File: config.mk
export PLATFORM = sky130hd
export DESIGN_NAME = sync_serial_slave_port
export DESIGN_NICKNAME = d
export VERILOG_FILES = /design/src/hdl/sync_serial_pkg.sv /design/src/hdl/pin_sync_edge.sv /design/src/hdl/rx_char_fifo.sv /design/src/hdl/sync_serial_slave_port.sv
export SDC_FILE = /design/constraint.sdc
export NUM_CORES = 1
export LEC_CHECK = 0
export BUFFER_PORTS_ARGS = -buffer_cell sky130_fd_sc_hd__buf_2
export CAP_MARGIN = 20
export CORE_ASPECT_RATIO = 0.75
export CORE_UTILIZATION = 55
export CTS_BUF_LIST = sky130_fd_sc_hd__clkbuf_8
export DETAILED_ROUTE_END_ITERATION = 16
export PLACE_DENSITY = 0.88
export SYNTH_ARGS = -nofsm -noshare
export SYNTH_HDL_FRONTEND = slang
export SYNTH_SLANG_ARGS = --single-unit
File: constraint.sdc
create_clock -name mclk_i -period 3.86 [get_ports mclk_i]
set_input_delay 0.772 -clock mclk_i [delete_from_list [all_inputs] [get_ports mclk_i]]
set_output_delay 0.772 -clock mclk_i [all_outputs]
set_load 0.02 [all_outputs]
File: src/hdl/sync_serial_pkg.sv
`default_nettype none

package sync_serial_pkg;

  // Byte addresses of the registers on the bus.
  localparam logic [4:0] ADDR_TX_STATUS_CONTROL = 5'h00;
  localparam logic [4:0] ADDR_RX_STATUS_CONTROL = 5'h04;
  localparam logic [4:0] ADDR_TX_HOLDING_DATA = 5'h08;
  localparam logic [4:0] ADDR_RX_DATA_FIFO_TOP = 5'h0C;
  localparam logic [4:0] ADDR_CLOCK_POLARITY_BAUD = 5'h10;
  localparam logic [4:0] ADDR_BAUD_DIVISOR_LOW = 5'h14;
  localparam logic [4:0] ADDR_BAUD_DIVISOR_HIGH = 5'h18;
  localparam logic [4:0] ADDR_INTERRUPT_CONTROL = 5'h1C;

  // Transmit status and control fields.
  localparam int TXS_CLOCK_SOURCE_MASTER = 7;
  localparam int TXS_NINE_BIT_TRANSMIT = 6;
  localparam int TXS_TRANSMIT_ENABLE = 5;
  localparam int TXS_SYNC_MODE = 4;
  localparam int TXS_SHIFTER_EMPTY = 1;
  localparam int TXS_TRANSMIT_NINTH_BIT = 0;
  localparam logic [7:0] TXS_WRITE_MASK = 8'hFD;

  // Receive status and control fields.
  localparam int RXS_PORT_ENABLE = 7;
  localparam int RXS_NINE_BIT_RECEIVE = 6;
  localparam int RXS_SINGLE_RECEIVE_ENABLE = 5;
  localparam int RXS_CONTINUOUS_RECEIVE_ENABLE = 4;
  localparam int RXS_OVERRUN_ERROR_FLAG = 1;
  localparam int RXS_RECEIVE_NINTH_BIT = 0;
  localparam logic [7:0] RXS_WRITE_MASK = 8'hF8;

  // Clock polarity and baud control fields.
  localparam int BDC_RECEIVER_IDLE = 6;
  localparam int BDC_CLOCK_POLARITY_SELECT = 4;
  localparam logic [7:0] BDC_WRITE_MASK = 8'h1B;

  // Interrupt control fields.
  localparam int INT_GLOBAL_ENABLE = 7;
  localparam int INT_PERIPHERAL_ENABLE = 6;
  localparam int INT_RECEIVE_ENABLE = 5;
  localparam int INT_TRANSMIT_ENABLE = 4;
  localparam int INT_RECEIVE_COMPLETE_FLAG = 1;
  localparam int INT_TRANSMIT_BUFFER_EMPTY_FLAG = 0;
  localparam logic [7:0] INT_WRITE_MASK = 8'hF0;

  // Values after reset, character lengths and the receive FIFO depth.
  localparam logic [7:0] REG_RESET = 8'h00;
  localparam logic [3:0] BITS_EIGHT = 4'h8;
  localparam logic [3:0] BITS_NINE = 4'h9;
  localparam int CHAR_WIDTH = 9;
  localparam int FIFO_DEPTH = 2;

  typedef enum logic [0:0] {
    TX_IDLE = 1'b0,
    TX_SHIFT = 1'b1
  } tx_state_t;

endpackage : sync_serial_pkg

`default_nettype wire

File: src/hdl/pin_sync_edge.sv
`default_nettype none

module pin_sync_edge (
  input wire logic mclk_i,
  input wire logic reset_i,
  input wire logic ce_i,
  input wire logic pin_i,
  output logic level_o,
  output logic rise_o,
  output logic fall_o
);

  logic meta_ff;
  logic sync_ff;
  logic last_ff;

  // Two stages bring the pin into the clock domain, a third finds its edges.
  always_ff @(posedge mclk_i) begin
    if (reset_i) begin
      meta_ff <= 1'b0;
      sync_ff <= 1'b0;
      last_ff <= 1'b0;
    end else if (ce_i) begin
      meta_ff <= pin_i;
      sync_ff <= meta_ff;
      last_ff <= sync_ff;
    end
  end

  // Edge strobes look only at the settled stages.
  assign level_o = sync_ff;
  assign rise_o = ce_i & sync_ff & ~last_ff;
  assign fall_o = ce_i & ~sync_ff & last_ff;

endmodule : pin_sync_edge

`default_nettype wire

File: src/hdl/rx_char_fifo.sv
`default_nettype none

module rx_char_fifo #(
  parameter int WIDTH = 9,
  parameter int DEPTH = 2
) (
  input wire logic mclk_i,
  input wire logic reset_i,
  input wire logic ce_i,
  input wire logic clear_i,
  input wire logic push_i,
  input wire logic [WIDTH-1:0] push_data_i,
  input wire logic pop_i,
  output logic [WIDTH-1:0] top_o,
  output logic empty_o,
  output logic full_o
);

  localparam int PW = (DEPTH > 1) ? $clog2(DEPTH) : 1;

  logic [WIDTH-1:0] mem_ff [DEPTH];
  logic [PW-1:0] rd_ptr_ff;
  logic [PW-1:0] wr_ptr_ff;
  logic [PW:0] count_ff;
  logic do_push;
  logic do_pop;

  assign empty_o = (count_ff == '0);
  assign full_o = (count_ff == (PW + 1)'(DEPTH));
  assign do_push = push_i & ~full_o;
  assign do_pop = pop_i & ~empty_o;
  assign top_o = mem_ff[rd_ptr_ff];

  // Pointers wrap at the depth; push and pop may happen in one cycle.
  always_ff @(posedge mclk_i) begin
    if (reset_i || (ce_i && clear_i)) begin
      rd_ptr_ff <= '0;
      wr_ptr_ff <= '0;
      count_ff <= '0;
    end else if (ce_i) begin
      if (do_push) begin
        wr_ptr_ff <= (wr_ptr_ff == PW'(DEPTH - 1)) ? '0 : wr_ptr_ff + 1'b1;
      end
      if (do_pop) begin
        rd_ptr_ff <= (rd_ptr_ff == PW'(DEPTH - 1)) ? '0 : rd_ptr_ff + 1'b1;
      end
      count_ff <= count_ff + (PW + 1)'(do_push) - (PW + 1)'(do_pop);
    end
  end

  // Storage entries, one per slot.
  for (genvar i = 0; i < DEPTH; i++) begin : g_slot
    always_ff @(posedge mclk_i) begin
      if (reset_i) begin
        mem_ff[i] <= '0;
      end else if (ce_i && do_push && (wr_ptr_ff == PW'(i))) begin
        mem_ff[i] <= push_data_i;
      end
    end
  end

endmodule : rx_char_fifo

`default_nettype wire

File: src/hdl/sync_serial_slave_port.sv
`default_nettype none

module sync_serial_slave_port (
  input wire logic mclk_i,
  input wire logic reset_i,
  input wire logic ce_i,
  input wire logic sleep_i,
  input wire logic [4:0] avs_address_i,
  input wire logic avs_read_i,
  input wire logic avs_write_i,
  input wire logic [31:0] avs_writedata_i,
  input wire logic [3:0] avs_byteenable_i,
  output logic [31:0] avs_readdata_o,
  output logic avs_waitrequest_o,
  input wire logic shift_clock_pin_i,
  output logic shift_clock_pin_o,
  output logic shift_clock_pin_oe_n_o,
  input wire logic serial_data_pin_i,
  output logic serial_data_pin_o,
  output logic serial_data_pin_oe_n_o,
  output logic wake_o,
  output logic irq_o,
  output logic rx_int_o
);

  // Software-visible storage.
  logic [7:0] tx_status_control_ff;
  logic [7:0] rx_status_control_ff;
  logic [7:0] clock_polarity_baud_ff;
  logic [7:0] baud_divisor_low_ff;
  logic [7:0] baud_divisor_high_ff;
  logic [7:0] interrupt_control_ff;

  // Bus handshake.
  logic ack_ff;
  logic [31:0] readdata_ff;
  logic bus_req;
  logic wr_en;
  logic rd_pop;
  logic [7:0] nxt_readdata;

  // Transmit path.
  logic [7:0] transmit_holding_data_ff;
  logic hold_valid_ff;
  sync_serial_pkg::tx_state_t tx_state_ff;
  logic [8:0] transmit_shift_register_ff;
  logic [3:0] tx_cnt_ff;
  logic [3:0] tx_len_ff;
  logic dout_ff;
  logic data_oe_n_ff;
  logic tx_load;
  logic tx_done;

  // Receive path.
  logic [8:0] receive_shift_register_ff;
  logic [3:0] rx_cnt_ff;
  logic overrun_error_flag_ff;
  logic [8:0] nxt_rsr;
  logic [8:0] rx_char;
  logic [3:0] rx_len;
  logic rx_done;
  logic fifo_push;
  logic [8:0] fifo_top;
  logic fifo_empty;
  logic fifo_full;

  // Mode decode and pin edges.
  logic port_enable;
  logic slave_mode;
  logic tx_mode;
  logic rx_active;
  logic ck_rise;
  logic ck_fall;
  logic data_level;
  logic lead_edge;
  logic trail_edge;
  logic transmit_buffer_empty_flag;
  logic receive_complete_flag;
  logic tx_event;
  logic rx_event;

  // The shift clock and the data pin are both brought into this domain with equal delay.
  pin_sync_edge u_clock_sync (
    .mclk_i(mclk_i),
    .reset_i(reset_i),
    .ce_i(ce_i),
    .pin_i(shift_clock_pin_i),
    .level_o(),
    .rise_o(ck_rise),
    .fall_o(ck_fall)
  );

  pin_sync_edge u_data_sync (
    .mclk_i(mclk_i),
    .reset_i(reset_i),
    .ce_i(ce_i),
    .pin_i(serial_data_pin_i),
    .level_o(data_level),
    .rise_o(),
    .fall_o()
  );

  // Operating mode follows the control bits.
  assign port_enable = rx_status_control_ff[sync_serial_pkg::RXS_PORT_ENABLE];
  assign slave_mode = tx_status_control_ff[sync_serial_pkg::TXS_SYNC_MODE]
    & ~tx_status_control_ff[sync_serial_pkg::TXS_CLOCK_SOURCE_MASTER];
  assign tx_mode = port_enable & slave_mode
    & ~rx_status_control_ff[sync_serial_pkg::RXS_SINGLE_RECEIVE_ENABLE]
    & ~rx_status_control_ff[sync_serial_pkg::RXS_CONTINUOUS_RECEIVE_ENABLE]
    & tx_status_control_ff[sync_serial_pkg::TXS_TRANSMIT_ENABLE];
  // Receiving needs the port enable, slave mode and continuous receive; single receive is ignored here.
  assign rx_active = port_enable & slave_mode
    & rx_status_control_ff[sync_serial_pkg::RXS_CONTINUOUS_RECEIVE_ENABLE];

  // Polarity picks which pin edge leads; data changes on it and is sampled on the other.
  assign lead_edge = clock_polarity_baud_ff[sync_serial_pkg::BDC_CLOCK_POLARITY_SELECT] ? ck_fall : ck_rise;
  assign trail_edge = clock_polarity_baud_ff[sync_serial_pkg::BDC_CLOCK_POLARITY_SELECT] ? ck_rise : ck_fall;

  // The clock pin is never driven in slave mode.
  assign shift_clock_pin_o = 1'b0;
  assign shift_clock_pin_oe_n_o = 1'b1;
  assign serial_data_pin_o = dout_ff;
  assign serial_data_pin_oe_n_o = data_oe_n_ff;

  // One wait cycle per access; the access completes when waitrequest is low.
  assign bus_req = avs_read_i | avs_write_i;
  assign avs_waitrequest_o = bus_req & ~ack_ff;
  assign avs_readdata_o = readdata_ff;
  assign wr_en = ce_i & avs_write_i & ack_ff & avs_byteenable_i[0];
  assign rd_pop = ce_i & avs_read_i & ack_ff & (avs_address_i == sync_serial_pkg::ADDR_RX_DATA_FIFO_TOP);

  always_ff @(posedge mclk_i) begin
    if (reset_i) begin
      ack_ff <= 1'b0;
    end else if (ce_i) begin
      ack_ff <= bus_req & ~ack_ff;
    end
  end

  // Read multiplexer; status bits are overlaid on the stored control bits.
  always_comb begin
    nxt_readdata = sync_serial_pkg::REG_RESET;
    case (avs_address_i)
      sync_serial_pkg::ADDR_TX_STATUS_CONTROL: begin
        nxt_readdata = tx_status_control_ff;
        nxt_readdata[sync_serial_pkg::TXS_SHIFTER_EMPTY] = (tx_state_ff == sync_serial_pkg::TX_IDLE);
      end
      sync_serial_pkg::ADDR_RX_STATUS_CONTROL: begin
        nxt_readdata = rx_status_control_ff;
        nxt_readdata[sync_serial_pkg::RXS_OVERRUN_ERROR_FLAG] = overrun_error_flag_ff;
        nxt_readdata[sync_serial_pkg::RXS_RECEIVE_NINTH_BIT] = fifo_top[8];
      end
      sync_serial_pkg::ADDR_RX_DATA_FIFO_TOP: nxt_readdata = fifo_top[7:0];
      sync_serial_pkg::ADDR_CLOCK_POLARITY_BAUD: begin
        nxt_readdata = clock_polarity_baud_ff;
        nxt_readdata[sync_serial_pkg::BDC_RECEIVER_IDLE] = (rx_cnt_ff == 4'h0);
      end
      sync_serial_pkg::ADDR_BAUD_DIVISOR_LOW: nxt_readdata = baud_divisor_low_ff;
      sync_serial_pkg::ADDR_BAUD_DIVISOR_HIGH: nxt_readdata = baud_divisor_high_ff;
      sync_serial_pkg::ADDR_INTERRUPT_CONTROL: begin
        nxt_readdata = interrupt_control_ff;
        nxt_readdata[sync_serial_pkg::INT_RECEIVE_COMPLETE_FLAG] = receive_complete_flag;
        nxt_readdata[sync_serial_pkg::INT_TRANSMIT_BUFFER_EMPTY_FLAG] = transmit_buffer_empty_flag;
      end
      default: nxt_readdata = sync_serial_pkg::REG_RESET;
    endcase
  end

  // Read data is captured in the wait cycle and stands through the completing edge.
  always_ff @(posedge mclk_i) begin
    if (reset_i) begin
      readdata_ff <= 32'h0000_0000;
    end else if (ce_i && avs_read_i && !ack_ff) begin
      readdata_ff <= {24'h00_0000, nxt_readdata};
    end
  end

  // Control registers; only writable bits are stored.
  always_ff @(posedge mclk_i) begin
    if (reset_i) begin
      tx_status_control_ff <= sync_serial_pkg::REG_RESET;
      rx_status_control_ff <= sync_serial_pkg::REG_RESET;
      clock_polarity_baud_ff <= sync_serial_pkg::REG_RESET;
      baud_divisor_low_ff <= sync_serial_pkg::REG_RESET;
      baud_divisor_high_ff <= sync_serial_pkg::REG_RESET;
      interrupt_control_ff <= sync_serial_pkg::REG_RESET;
    end else if (wr_en) begin
      case (avs_address_i)
        sync_serial_pkg::ADDR_TX_STATUS_CONTROL:
          tx_status_control_ff <= avs_writedata_i[7:0] & sync_serial_pkg::TXS_WRITE_MASK;
        sync_serial_pkg::ADDR_RX_STATUS_CONTROL:
          rx_status_control_ff <= avs_writedata_i[7:0] & sync_serial_pkg::RXS_WRITE_MASK;
        sync_serial_pkg::ADDR_CLOCK_POLARITY_BAUD:
          clock_polarity_baud_ff <= avs_writedata_i[7:0] & sync_serial_pkg::BDC_WRITE_MASK;
        sync_serial_pkg::ADDR_BAUD_DIVISOR_LOW: baud_divisor_low_ff <= avs_writedata_i[7:0];
        sync_serial_pkg::ADDR_BAUD_DIVISOR_HIGH: baud_divisor_high_ff <= avs_writedata_i[7:0];
        sync_serial_pkg::ADDR_INTERRUPT_CONTROL:
          interrupt_control_ff <= avs_writedata_i[7:0] & sync_serial_pkg::INT_WRITE_MASK;
        default: ;
      endcase
    end
  end

  // Holding register: a write fills it, a move to the shifter empties it; the write wins.
  assign transmit_buffer_empty_flag = ~hold_valid_ff;
  assign tx_load = ce_i & tx_mode & hold_valid_ff & (tx_state_ff == sync_serial_pkg::TX_IDLE);

  always_ff @(posedge mclk_i) begin
    if (reset_i) begin
      transmit_holding_data_ff <= sync_serial_pkg::REG_RESET;
      hold_valid_ff <= 1'b0;
    end else if (ce_i) begin
      if (!port_enable) begin
        hold_valid_ff <= 1'b0;
      end else if (wr_en && avs_address_i == sync_serial_pkg::ADDR_TX_HOLDING_DATA) begin
        transmit_holding_data_ff <= avs_writedata_i[7:0];
        hold_valid_ff <= 1'b1;
      end else if (tx_load) begin
        hold_valid_ff <= 1'b0;
      end
    end
  end

  // The shifter ends a character after the trailing edge of its last bit.
  assign tx_done = (tx_state_ff == sync_serial_pkg::TX_SHIFT) & trail_edge & (tx_cnt_ff == tx_len_ff);

  // Transmit shifter: a bit goes out on each leading edge, least significant first.
  always_ff @(posedge mclk_i) begin
    if (reset_i) begin
      tx_state_ff <= sync_serial_pkg::TX_IDLE;
      transmit_shift_register_ff <= 9'h000;
      tx_cnt_ff <= 4'h0;
      tx_len_ff <= sync_serial_pkg::BITS_EIGHT;
      dout_ff <= 1'b0;
    end else if (ce_i) begin
      case (tx_state_ff)
        sync_serial_pkg::TX_IDLE: begin
          if (tx_load) begin
            transmit_shift_register_ff <= {tx_status_control_ff[sync_serial_pkg::TXS_TRANSMIT_NINTH_BIT],
              transmit_holding_data_ff};
            tx_len_ff <= tx_status_control_ff[sync_serial_pkg::TXS_NINE_BIT_TRANSMIT] ?
              sync_serial_pkg::BITS_NINE : sync_serial_pkg::BITS_EIGHT;
            tx_cnt_ff <= 4'h0;
            tx_state_ff <= sync_serial_pkg::TX_SHIFT;
          end
        end
        sync_serial_pkg::TX_SHIFT: begin
          if (!tx_mode) begin
            tx_state_ff <= sync_serial_pkg::TX_IDLE;
          end else if (lead_edge && tx_cnt_ff != tx_len_ff) begin
            dout_ff <= transmit_shift_register_ff[0];
            transmit_shift_register_ff <= {1'b0, transmit_shift_register_ff[8:1]};
            tx_cnt_ff <= tx_cnt_ff + 4'h1;
          end else if (tx_done) begin
            tx_state_ff <= sync_serial_pkg::TX_IDLE;
          end
        end
        default: tx_state_ff <= sync_serial_pkg::TX_IDLE;
      endcase
    end
  end

  // The data pin is driven only while slave transmission is selected.
  always_ff @(posedge mclk_i) begin
    if (reset_i) begin
      data_oe_n_ff <= 1'b1;
    end else if (ce_i) begin
      data_oe_n_ff <= ~tx_mode;
    end
  end

  // Receive shifter samples on trailing edges and assembles least significant bit first.
  assign rx_len = rx_status_control_ff[sync_serial_pkg::RXS_NINE_BIT_RECEIVE] ?
    sync_serial_pkg::BITS_NINE : sync_serial_pkg::BITS_EIGHT;
  assign nxt_rsr = {data_level, receive_shift_register_ff[8:1]};
  assign rx_char = rx_status_control_ff[sync_serial_pkg::RXS_NINE_BIT_RECEIVE] ?
    nxt_rsr : {1'b0, nxt_rsr[8:1]};
  assign rx_done = rx_active & trail_edge & ~overrun_error_flag_ff & (rx_cnt_ff == rx_len - 4'h1);
  assign fifo_push = rx_done & ~fifo_full;

  always_ff @(posedge mclk_i) begin
    if (reset_i) begin
      receive_shift_register_ff <= 9'h000;
      rx_cnt_ff <= 4'h0;
    end else if (ce_i) begin
      if (!rx_active) begin
        rx_cnt_ff <= 4'h0;
      end else if (trail_edge && !overrun_error_flag_ff) begin
        receive_shift_register_ff <= nxt_rsr;
        rx_cnt_ff <= rx_done ? 4'h0 : rx_cnt_ff + 4'h1;
      end
    end
  end

  // Overrun sets on a third complete character and blocks reception until cleared.
  always_ff @(posedge mclk_i) begin
    if (reset_i) begin
      overrun_error_flag_ff <= 1'b0;
    end else if (ce_i) begin
      if (!port_enable || !rx_status_control_ff[sync_serial_pkg::RXS_CONTINUOUS_RECEIVE_ENABLE]) begin
        overrun_error_flag_ff <= 1'b0;
      end else if (rx_done && fifo_full) begin
        overrun_error_flag_ff <= 1'b1;
      end
    end
  end

  rx_char_fifo #(
    .WIDTH(sync_serial_pkg::CHAR_WIDTH),
    .DEPTH(sync_serial_pkg::FIFO_DEPTH)
  ) u_rx_fifo (
    .mclk_i(mclk_i),
    .reset_i(reset_i),
    .ce_i(ce_i),
    .clear_i(~port_enable),
    .push_i(fifo_push),
    .push_data_i(rx_char),
    .pop_i(rd_pop),
    .top_o(fifo_top),
    .empty_o(fifo_empty),
    .full_o(fifo_full)
  );

  // Receive flag stays set while unread characters remain.
  assign receive_complete_flag = ~fifo_empty;
  assign tx_event = interrupt_control_ff[sync_serial_pkg::INT_TRANSMIT_ENABLE] & transmit_buffer_empty_flag;
  assign rx_event = interrupt_control_ff[sync_serial_pkg::INT_RECEIVE_ENABLE] & receive_complete_flag;

  // Wake and interrupt requests are registered from the flags and enables.
  always_ff @(posedge mclk_i) begin
    if (reset_i) begin
      wake_o <= 1'b0;
      irq_o <= 1'b0;
      rx_int_o <= 1'b0;
    end else if (ce_i) begin
      wake_o <= sleep_i & ((interrupt_control_ff[sync_serial_pkg::INT_PERIPHERAL_ENABLE] & tx_event)
        | rx_event);
      irq_o <= interrupt_control_ff[sync_serial_pkg::INT_GLOBAL_ENABLE]
        & interrupt_control_ff[sync_serial_pkg::INT_PERIPHERAL_ENABLE] & (tx_event | rx_event);
      rx_int_o <= rx_event;
    end
  end

endmodule : sync_serial_slave_port

`default_nettype wire

**After elaboration in Yosys (flattened, before gate mapping)**

Memories as Yosys holds them, arrays and structs flattened. A register that Yosys moved wholly into a read port is not among the register bits.
Index checks and enable logic that the tools add are counted.

- Equal/unequal tests: 16
- Divide/modulo/power cells: 0
- Add/sub/neg operators: 7
- Reductions and logical operators: 36
- $lt $le $gt $ge: 0
- Shift operators: 0
- Multipliers: 0
- Muxes and demuxes: 41
- Bitwise operators: 53

Operators by type and width:

| kind | count |
|---|---|
| $pmux 8 s7 | 1 |
| $mux 9 | 6 |
| $and 1x1->1 | 34 |
| $mux 1 | 25 |
| $mux 4 | 6 |
| $reduce_and 2->1 | 11 |
| $eq 5x5->1 const B | 4 |
| $pmux 9 s2 | 1 |
| $not 1->1 | 14 |
| $eq 5x4->1 const B | 2 |
| $logic_and 1x1->1 | 10 |
| $reduce_and 3->1 | 3 |
| $add 4x1->4 const B | 2 |
| $eq 4x4->1 | 2 |
| $pmux 4 s2 | 1 |
| $reduce_and 4->1 | 2 |
| $ne 2x1->1 const B | 3 |
| $eq 5x3->1 const B | 1 |
| $logic_not 5->1 | 1 |
| $or 1x1->1 | 5 |
| $logic_not 1->1 | 4 |
| $logic_not 4->1 | 1 |
| $ne 4x4->1 | 1 |
| $sub 4x1->4 const B | 1 |
| 10 further kinds | 12 |

- Word-level logic and storage cells: 184
- Input bits: 49
- Bits in read-only memories: 0
- Flip-flop bits (word level): 100
- Output and inout port bits: 40
- Memory bits (writable): 18
- Bits in latches: 0
- Memories: 1

Memories:

| memory | depth | width | rd ports | clocked after memory_dff | write ports | line | source |
|---|---|---|---|---|---|---|---|
| u_rx_fifo.mem_ff | 2 | 9 | 1 | 1 | 2 | rx_char_fifo.sv:21 | `logic [WIDTH-1:0] mem_ff [DEPTH];` |

**Logic depth before layout (Yosys ltp)**

- Depth in word-level cells: 15
- Depth in mapped cells: 12
- Mapped depth without buffers: 11

**Cells and area by module**

Synthesis repeated with hierarchy kept, for this count alone.

- Cell total of the unflattened synthesis: 576
- Area, all modules: 5699.2 um2

Modules (own cells, without submodules):

| module | sequential area each (um2) | times used | cells an instance | area an instance (um2) |
|---|---|---|---|---|
| sync_serial_slave_port | 1741.7 | 1 | 465 | 4370.4 |
| rx_char_fifo | 640.6 | 1 | 87 | 1096.1 |
| pin_sync_edge | 60.1 | 2 | 12 | 116.4 |

**Worst setup path before layout**

No wires, ideal clock.

- Kind: in2reg
- Start point: in avs_address_i[2]
- End point: reg u_rx_fifo.count_ff[1]
- Stages: 12
- Setup time: 0.128 ns
- Data required time: 3.732 ns
- Setup slack: 0.977 ns
- Data arrival time: 2.756 ns
- Path buffers: 1
- Cells stage by stage: clkbuf_1 > and4bb_2 > nand2_1 > nor3_1 > ha_1 > inv_1 > ha_1 > xor2_1 > mux2i_1 > nor2_1 > a21oi_1 > nor2_1

- Word-level cells in the longest chain between the ends: 4

Ends and longest elaborated chain:

| item | line | source |
|---|---|---|
| start, declared | sync_serial_slave_port.sv:8 | `input wire logic [4:0] avs_address_i,` |
| $eq 5x4->1 | sync_serial_slave_port.sv:130 | `assign rd_pop = ce_i & avs_read_i & ack_ff & (avs_address_i == sync_serial_pkg::ADDR_RX_DATA_FIFO_TOP);` |
| $and 1x1->1 | sync_serial_slave_port.sv:130 |  |
| $and 1x1->1 | rx_char_fifo.sv:31 | `assign do_pop = pop_i & ~empty_o;` |
| $sub 2x1->2 | rx_char_fifo.sv:47 | `count_ff <= count_ff + (PW + 1)'(do_push) - (PW + 1)'(do_pop);` |
| end signal, assigned | rx_char_fifo.sv:47 |  |
| end, declared | rx_char_fifo.sv:24 | `logic [PW:0] count_ff;` |

No other way between the ends.
A chain may end at the register's enable or synchronous reset.

**Final worst setup path**

- Start point: reg rx_status_control_ff[6]
- End point: reg u_rx_fifo.count_ff[1]

- Word-level cells in the longest chain between the ends: 8

Ends and longest elaborated chain:

| item | line | source |
|---|---|---|
| start, declared | sync_serial_slave_port.sv:28 | `logic [7:0] rx_status_control_ff;` |
| start signal, assigned | sync_serial_slave_port.sv:182 | `rx_status_control_ff <= sync_serial_pkg::REG_RESET;` |
| start signal, assigned | sync_serial_slave_port.sv:192 | `rx_status_control_ff <= avs_writedata_i[7:0] & sync_serial_pkg::RXS_WRITE_MASK;` |
| $mux 1 | sync_serial_slave_port.sv:273 | `assign rx_len = rx_status_control_ff[sync_serial_pkg::RXS_NINE_BIT_RECEIVE] ?` |
| $sub 4x1->4 | sync_serial_slave_port.sv:278 | `assign rx_done = rx_active & trail_edge & ~overrun_error_flag_ff & (rx_cnt_ff == rx_len - 4'h1);` |
| $eq 4x4->1 | sync_serial_slave_port.sv:278 |  |
| $and 1x1->1 | sync_serial_slave_port.sv:278 |  |
| $and 1x1->1 | sync_serial_slave_port.sv:279 | `assign fifo_push = rx_done & ~fifo_full;` |
| $and 1x1->1 | rx_char_fifo.sv:30 | `assign do_push = push_i & ~full_o;` |
| $add 2x1->2 | rx_char_fifo.sv:47 |  |
| $sub 2x1->2 | rx_char_fifo.sv:47 |  |

No other way between the ends.

==> flow_summary.ini <==
[outcome]
status = finished clean

[setup_path]
r2r_slack_ns = 0.89
worst_path_max_delay_cell = dfxtp_1
cpMostUsedCell = nor2_1
cp.required_ns = 4.18
crit_type = register to register
cp-end-kind = register
startpoint = rx_status_control_ff[6]
cpPeakStageDelay_ns = 0.82
cp_top_family = simple AND/OR/NAND/NOR gates
crit_arrival_ns = 3.29
critPathLaunchType = register
cp_num_cells = 9
r2r-start = rx_status_control_ff[6]
crit_end = u_rx_fifo.count_ff[1]
cp_cell_sequence = or3b_1 -> o32a_1 -> nor3b_4 -> ha_1 -> xor2_1 -> mux2i_1 -> nor2_1 -> a21oi_1 -> nor2_1
path_buf_inv = 0
path_max_fanout = 14
reg2reg_depth = 9
worstReg2RegEnd = u_rx_fifo.count_ff[1]

[timing]
holdWs_ns = 0.4607
relSlewSlack_pct = 43.63
fmax_mhz = 336.9
fin_crit_ns = 2.968
period_share_pct = 76.89
fin_ws_ns = 0.8920
hold_viol_final = 0
fin_tns_setup_ns = 0
setup_violations = 0
tightest_slew_ns = 0.8391
maxSlewViolCount = 0
fin_worst_skew_ns = 0.01025
rsz0062_at_grt = no

[layout]
fin_area_mm2 = 0.005948
final_cell_mix = dfxtp_1 (97), nor2_1 (83), nand2_1 (67)
fillers = 818
layout_commonest_cell = dfxtp_1
syn2layout_area_growth_pct = 8.887
final_cells = 783
finish.net_count = 692
antennaDiodeCount = 0
utilization_pct = 61.59
drive_above_1_share_pct = 12.44

[die]
die_area_mm2 = 0.01034
rows = 31
io_pins = 89
fp.dieH_um = 88.31
dieWidth_um = 117.1
core_region_area_mm2 = 0.009658
initial_core_util_pct = 56.56

[clock_network]
cts_buffer_depth = 2
cts_buffers = 17
cts_setup_buffers = 0
cts_root_buffer = clkbuf_8
postCtsHoldBufs = 0
clk_latency_ns = 0.44
cts_resized = 0
cts.clk_slew.worst_paths_ns = 0.07
h-tree-depth = 4
tritoncts = done
clock-sinks = 115

[global_routing]
grt_use_total_pct = 27.74
grt_pass1_vias = 4338
overflow = 0
grt_max_degree = 48
grt_pass1_wl_um = 21340
antenna_found_initial = 0

[routing]
finalWirelength_um = 13360
firstDrtPassIters = 5
wire_per_inst_um = 17.07
postRouteAntennaNets = 0
drc = 0
vias_per_cell = 5.997
vias = 4696
drtIter0Drc = 449

[power_and_ir_drop]
powerDensity_mw_per_mm2 = 396.7
p_clk_share_pct = 41.7
share_seq_of_total_power_pct = 52.9
p_int_mw = 1.774
p_sw_mw = 0.5857
power.leakage_nw = 2.118
p_comb_share_pct = 5.4
swShare_pct = 24.82
ir_drop_uv = 214.2
finalPower_mw = 2.360

[yosys]
ys_seq_area_share_pct = 45.44
synth_area_leader_cell = dfxtp_1
synth.distinct_cells = 58
syn_avg_cell_area_um2 = 8.883
synthCells = 615
synthTopCellsByArea = dfxtp_1 (36%), mux2i_1 (11%), edfxtp_1 (9.9%)
async_flop_share_pct = 0
syn_area_mm2 = 0.005463
yosysWarnings = 0
synth_enable_flop_cells = 18
synth_top_cell_area_share_pct = 35.55
ys_seq_elements = 115
synth_flop_cell = dfxtp_1

[placed_design]
gp_congestion = 0.9515
dp.cells = 751
port_buffers = 35
placedInstanceArea_mm2 = 0.005603
pre_cts_ws_ns = 0.8029
post-dp-hpwl_um = 9361

[min_path]
min-delay-start = baud_divisor_low_ff[3]
hold_class = register to register

[run]
max_cap_viol_count = 0
-- cells by family after synthesis --
group                    count (synthesis)  share of synthesized area (%)
other                                    2                         0.1375
AO/OA/AOI/OAI                          111                          12.96
adder cells (fa/ha/maj)                  5                          1.145
XOR/XNOR                                 4                         0.6414
multiplexers                            63                          11.57
AND/OR/NAND/NOR                        241                          21.07
buffers and inverters                   74                          7.032
flip-flops                             115                          45.44
-- worst min-delay path, stage by stage (launching register included) --
cell and delay (ns):
dfxtp_1 0.31, nand2_1 0.05, a21oi_1 0.05
-- synthesized netlist by cell type, types with 3 or more instances --
cell type,n
clkbuf_1,24
nand3b_1,7
edfxtp_1,18
buf_4,26
buf_1,4
a221oi_1,14
o21ai_0,10
nor2_1,83
o21ai_1,4
nor2b_1,6
dfxtp_1,97
a22oi_1,3
and3_1,9
or3_1,3
nor3_1,7
nand4_1,7
or3b_1,3
ha_1,5
buf_2,7
inv_1,11
a21oi_1,50
nand3_1,30
a31oi_1,9
xnor2_1,3
mux2i_1,62
nand2_1,67
and2_1,4
-- worst min-delay path by stage --
stage	end	slack (ns)	depth (start not counted)
6_report	baud_divisor_low_ff[3]	0.46	2
5_1_grt	irq_o	0.48	2
4_1_cts	baud_divisor_low_ff[6]	0.46	2
3_5_place_dp	baud_divisor_low_ff[6]	0.45	2
3_3_place_gp	baud_divisor_low_ff[3]	0.44	2
2_1_floorplan	baud_divisor_low_ff[1]	0.43	2
-- final cells by class --
class	count	area, um2	area share (%)
Sequential cell	115	2482	41.73
Tap cell	132	165.2	2.777
Inverter	13	48.80	0.8204
Timing Repair Buffer	41	220.2	3.702
Clock buffer	18	247.7	4.165
Multi-Input combinational cell	450	2686	45.16
Clock inverter	14	97.59	1.641
-- flip-flops by register name (all words and copies together), names as in the netlist, 2 cells and up, named ones only --
signal,count
u_rx_fifo.mem_ff,18
transmit_shift_register_ff,9
avs_readdata_o,8
baud_divisor_high_ff,8
baud_divisor_low_ff,8
receive_shift_register_ff,8
transmit_holding_data_ff,8
tx_status_control_ff,7
rx_status_control_ff,5
clock_polarity_baud_ff,4
interrupt_control_ff,4
rx_cnt_ff,4
tx_cnt_ff,4
u_rx_fifo.count_ff,2
-- layer usage --
metal,vias to the layer above,share of wire [%],global-route usage (%)
met2,250,46,44.16
met1,2240,43,35.03
li1,2175,-,-
met3,31,9.6,9.247
met4,0,1.8,10.93
met5,-,0,0
-- power by group through the flow --
stage                     Sequential [mW]  Clock (mW)  Combinational [mW]
final                                1.25       0.984               0.128
after global routing                 1.25        1.04               0.139
after CTS                            1.25       0.994               0.125
after detailed placement             1.27           0               0.124
after global placement               1.27           0               0.121
after floorplan                      1.27           0               0.108
Power figures use the tool's default switching activity.
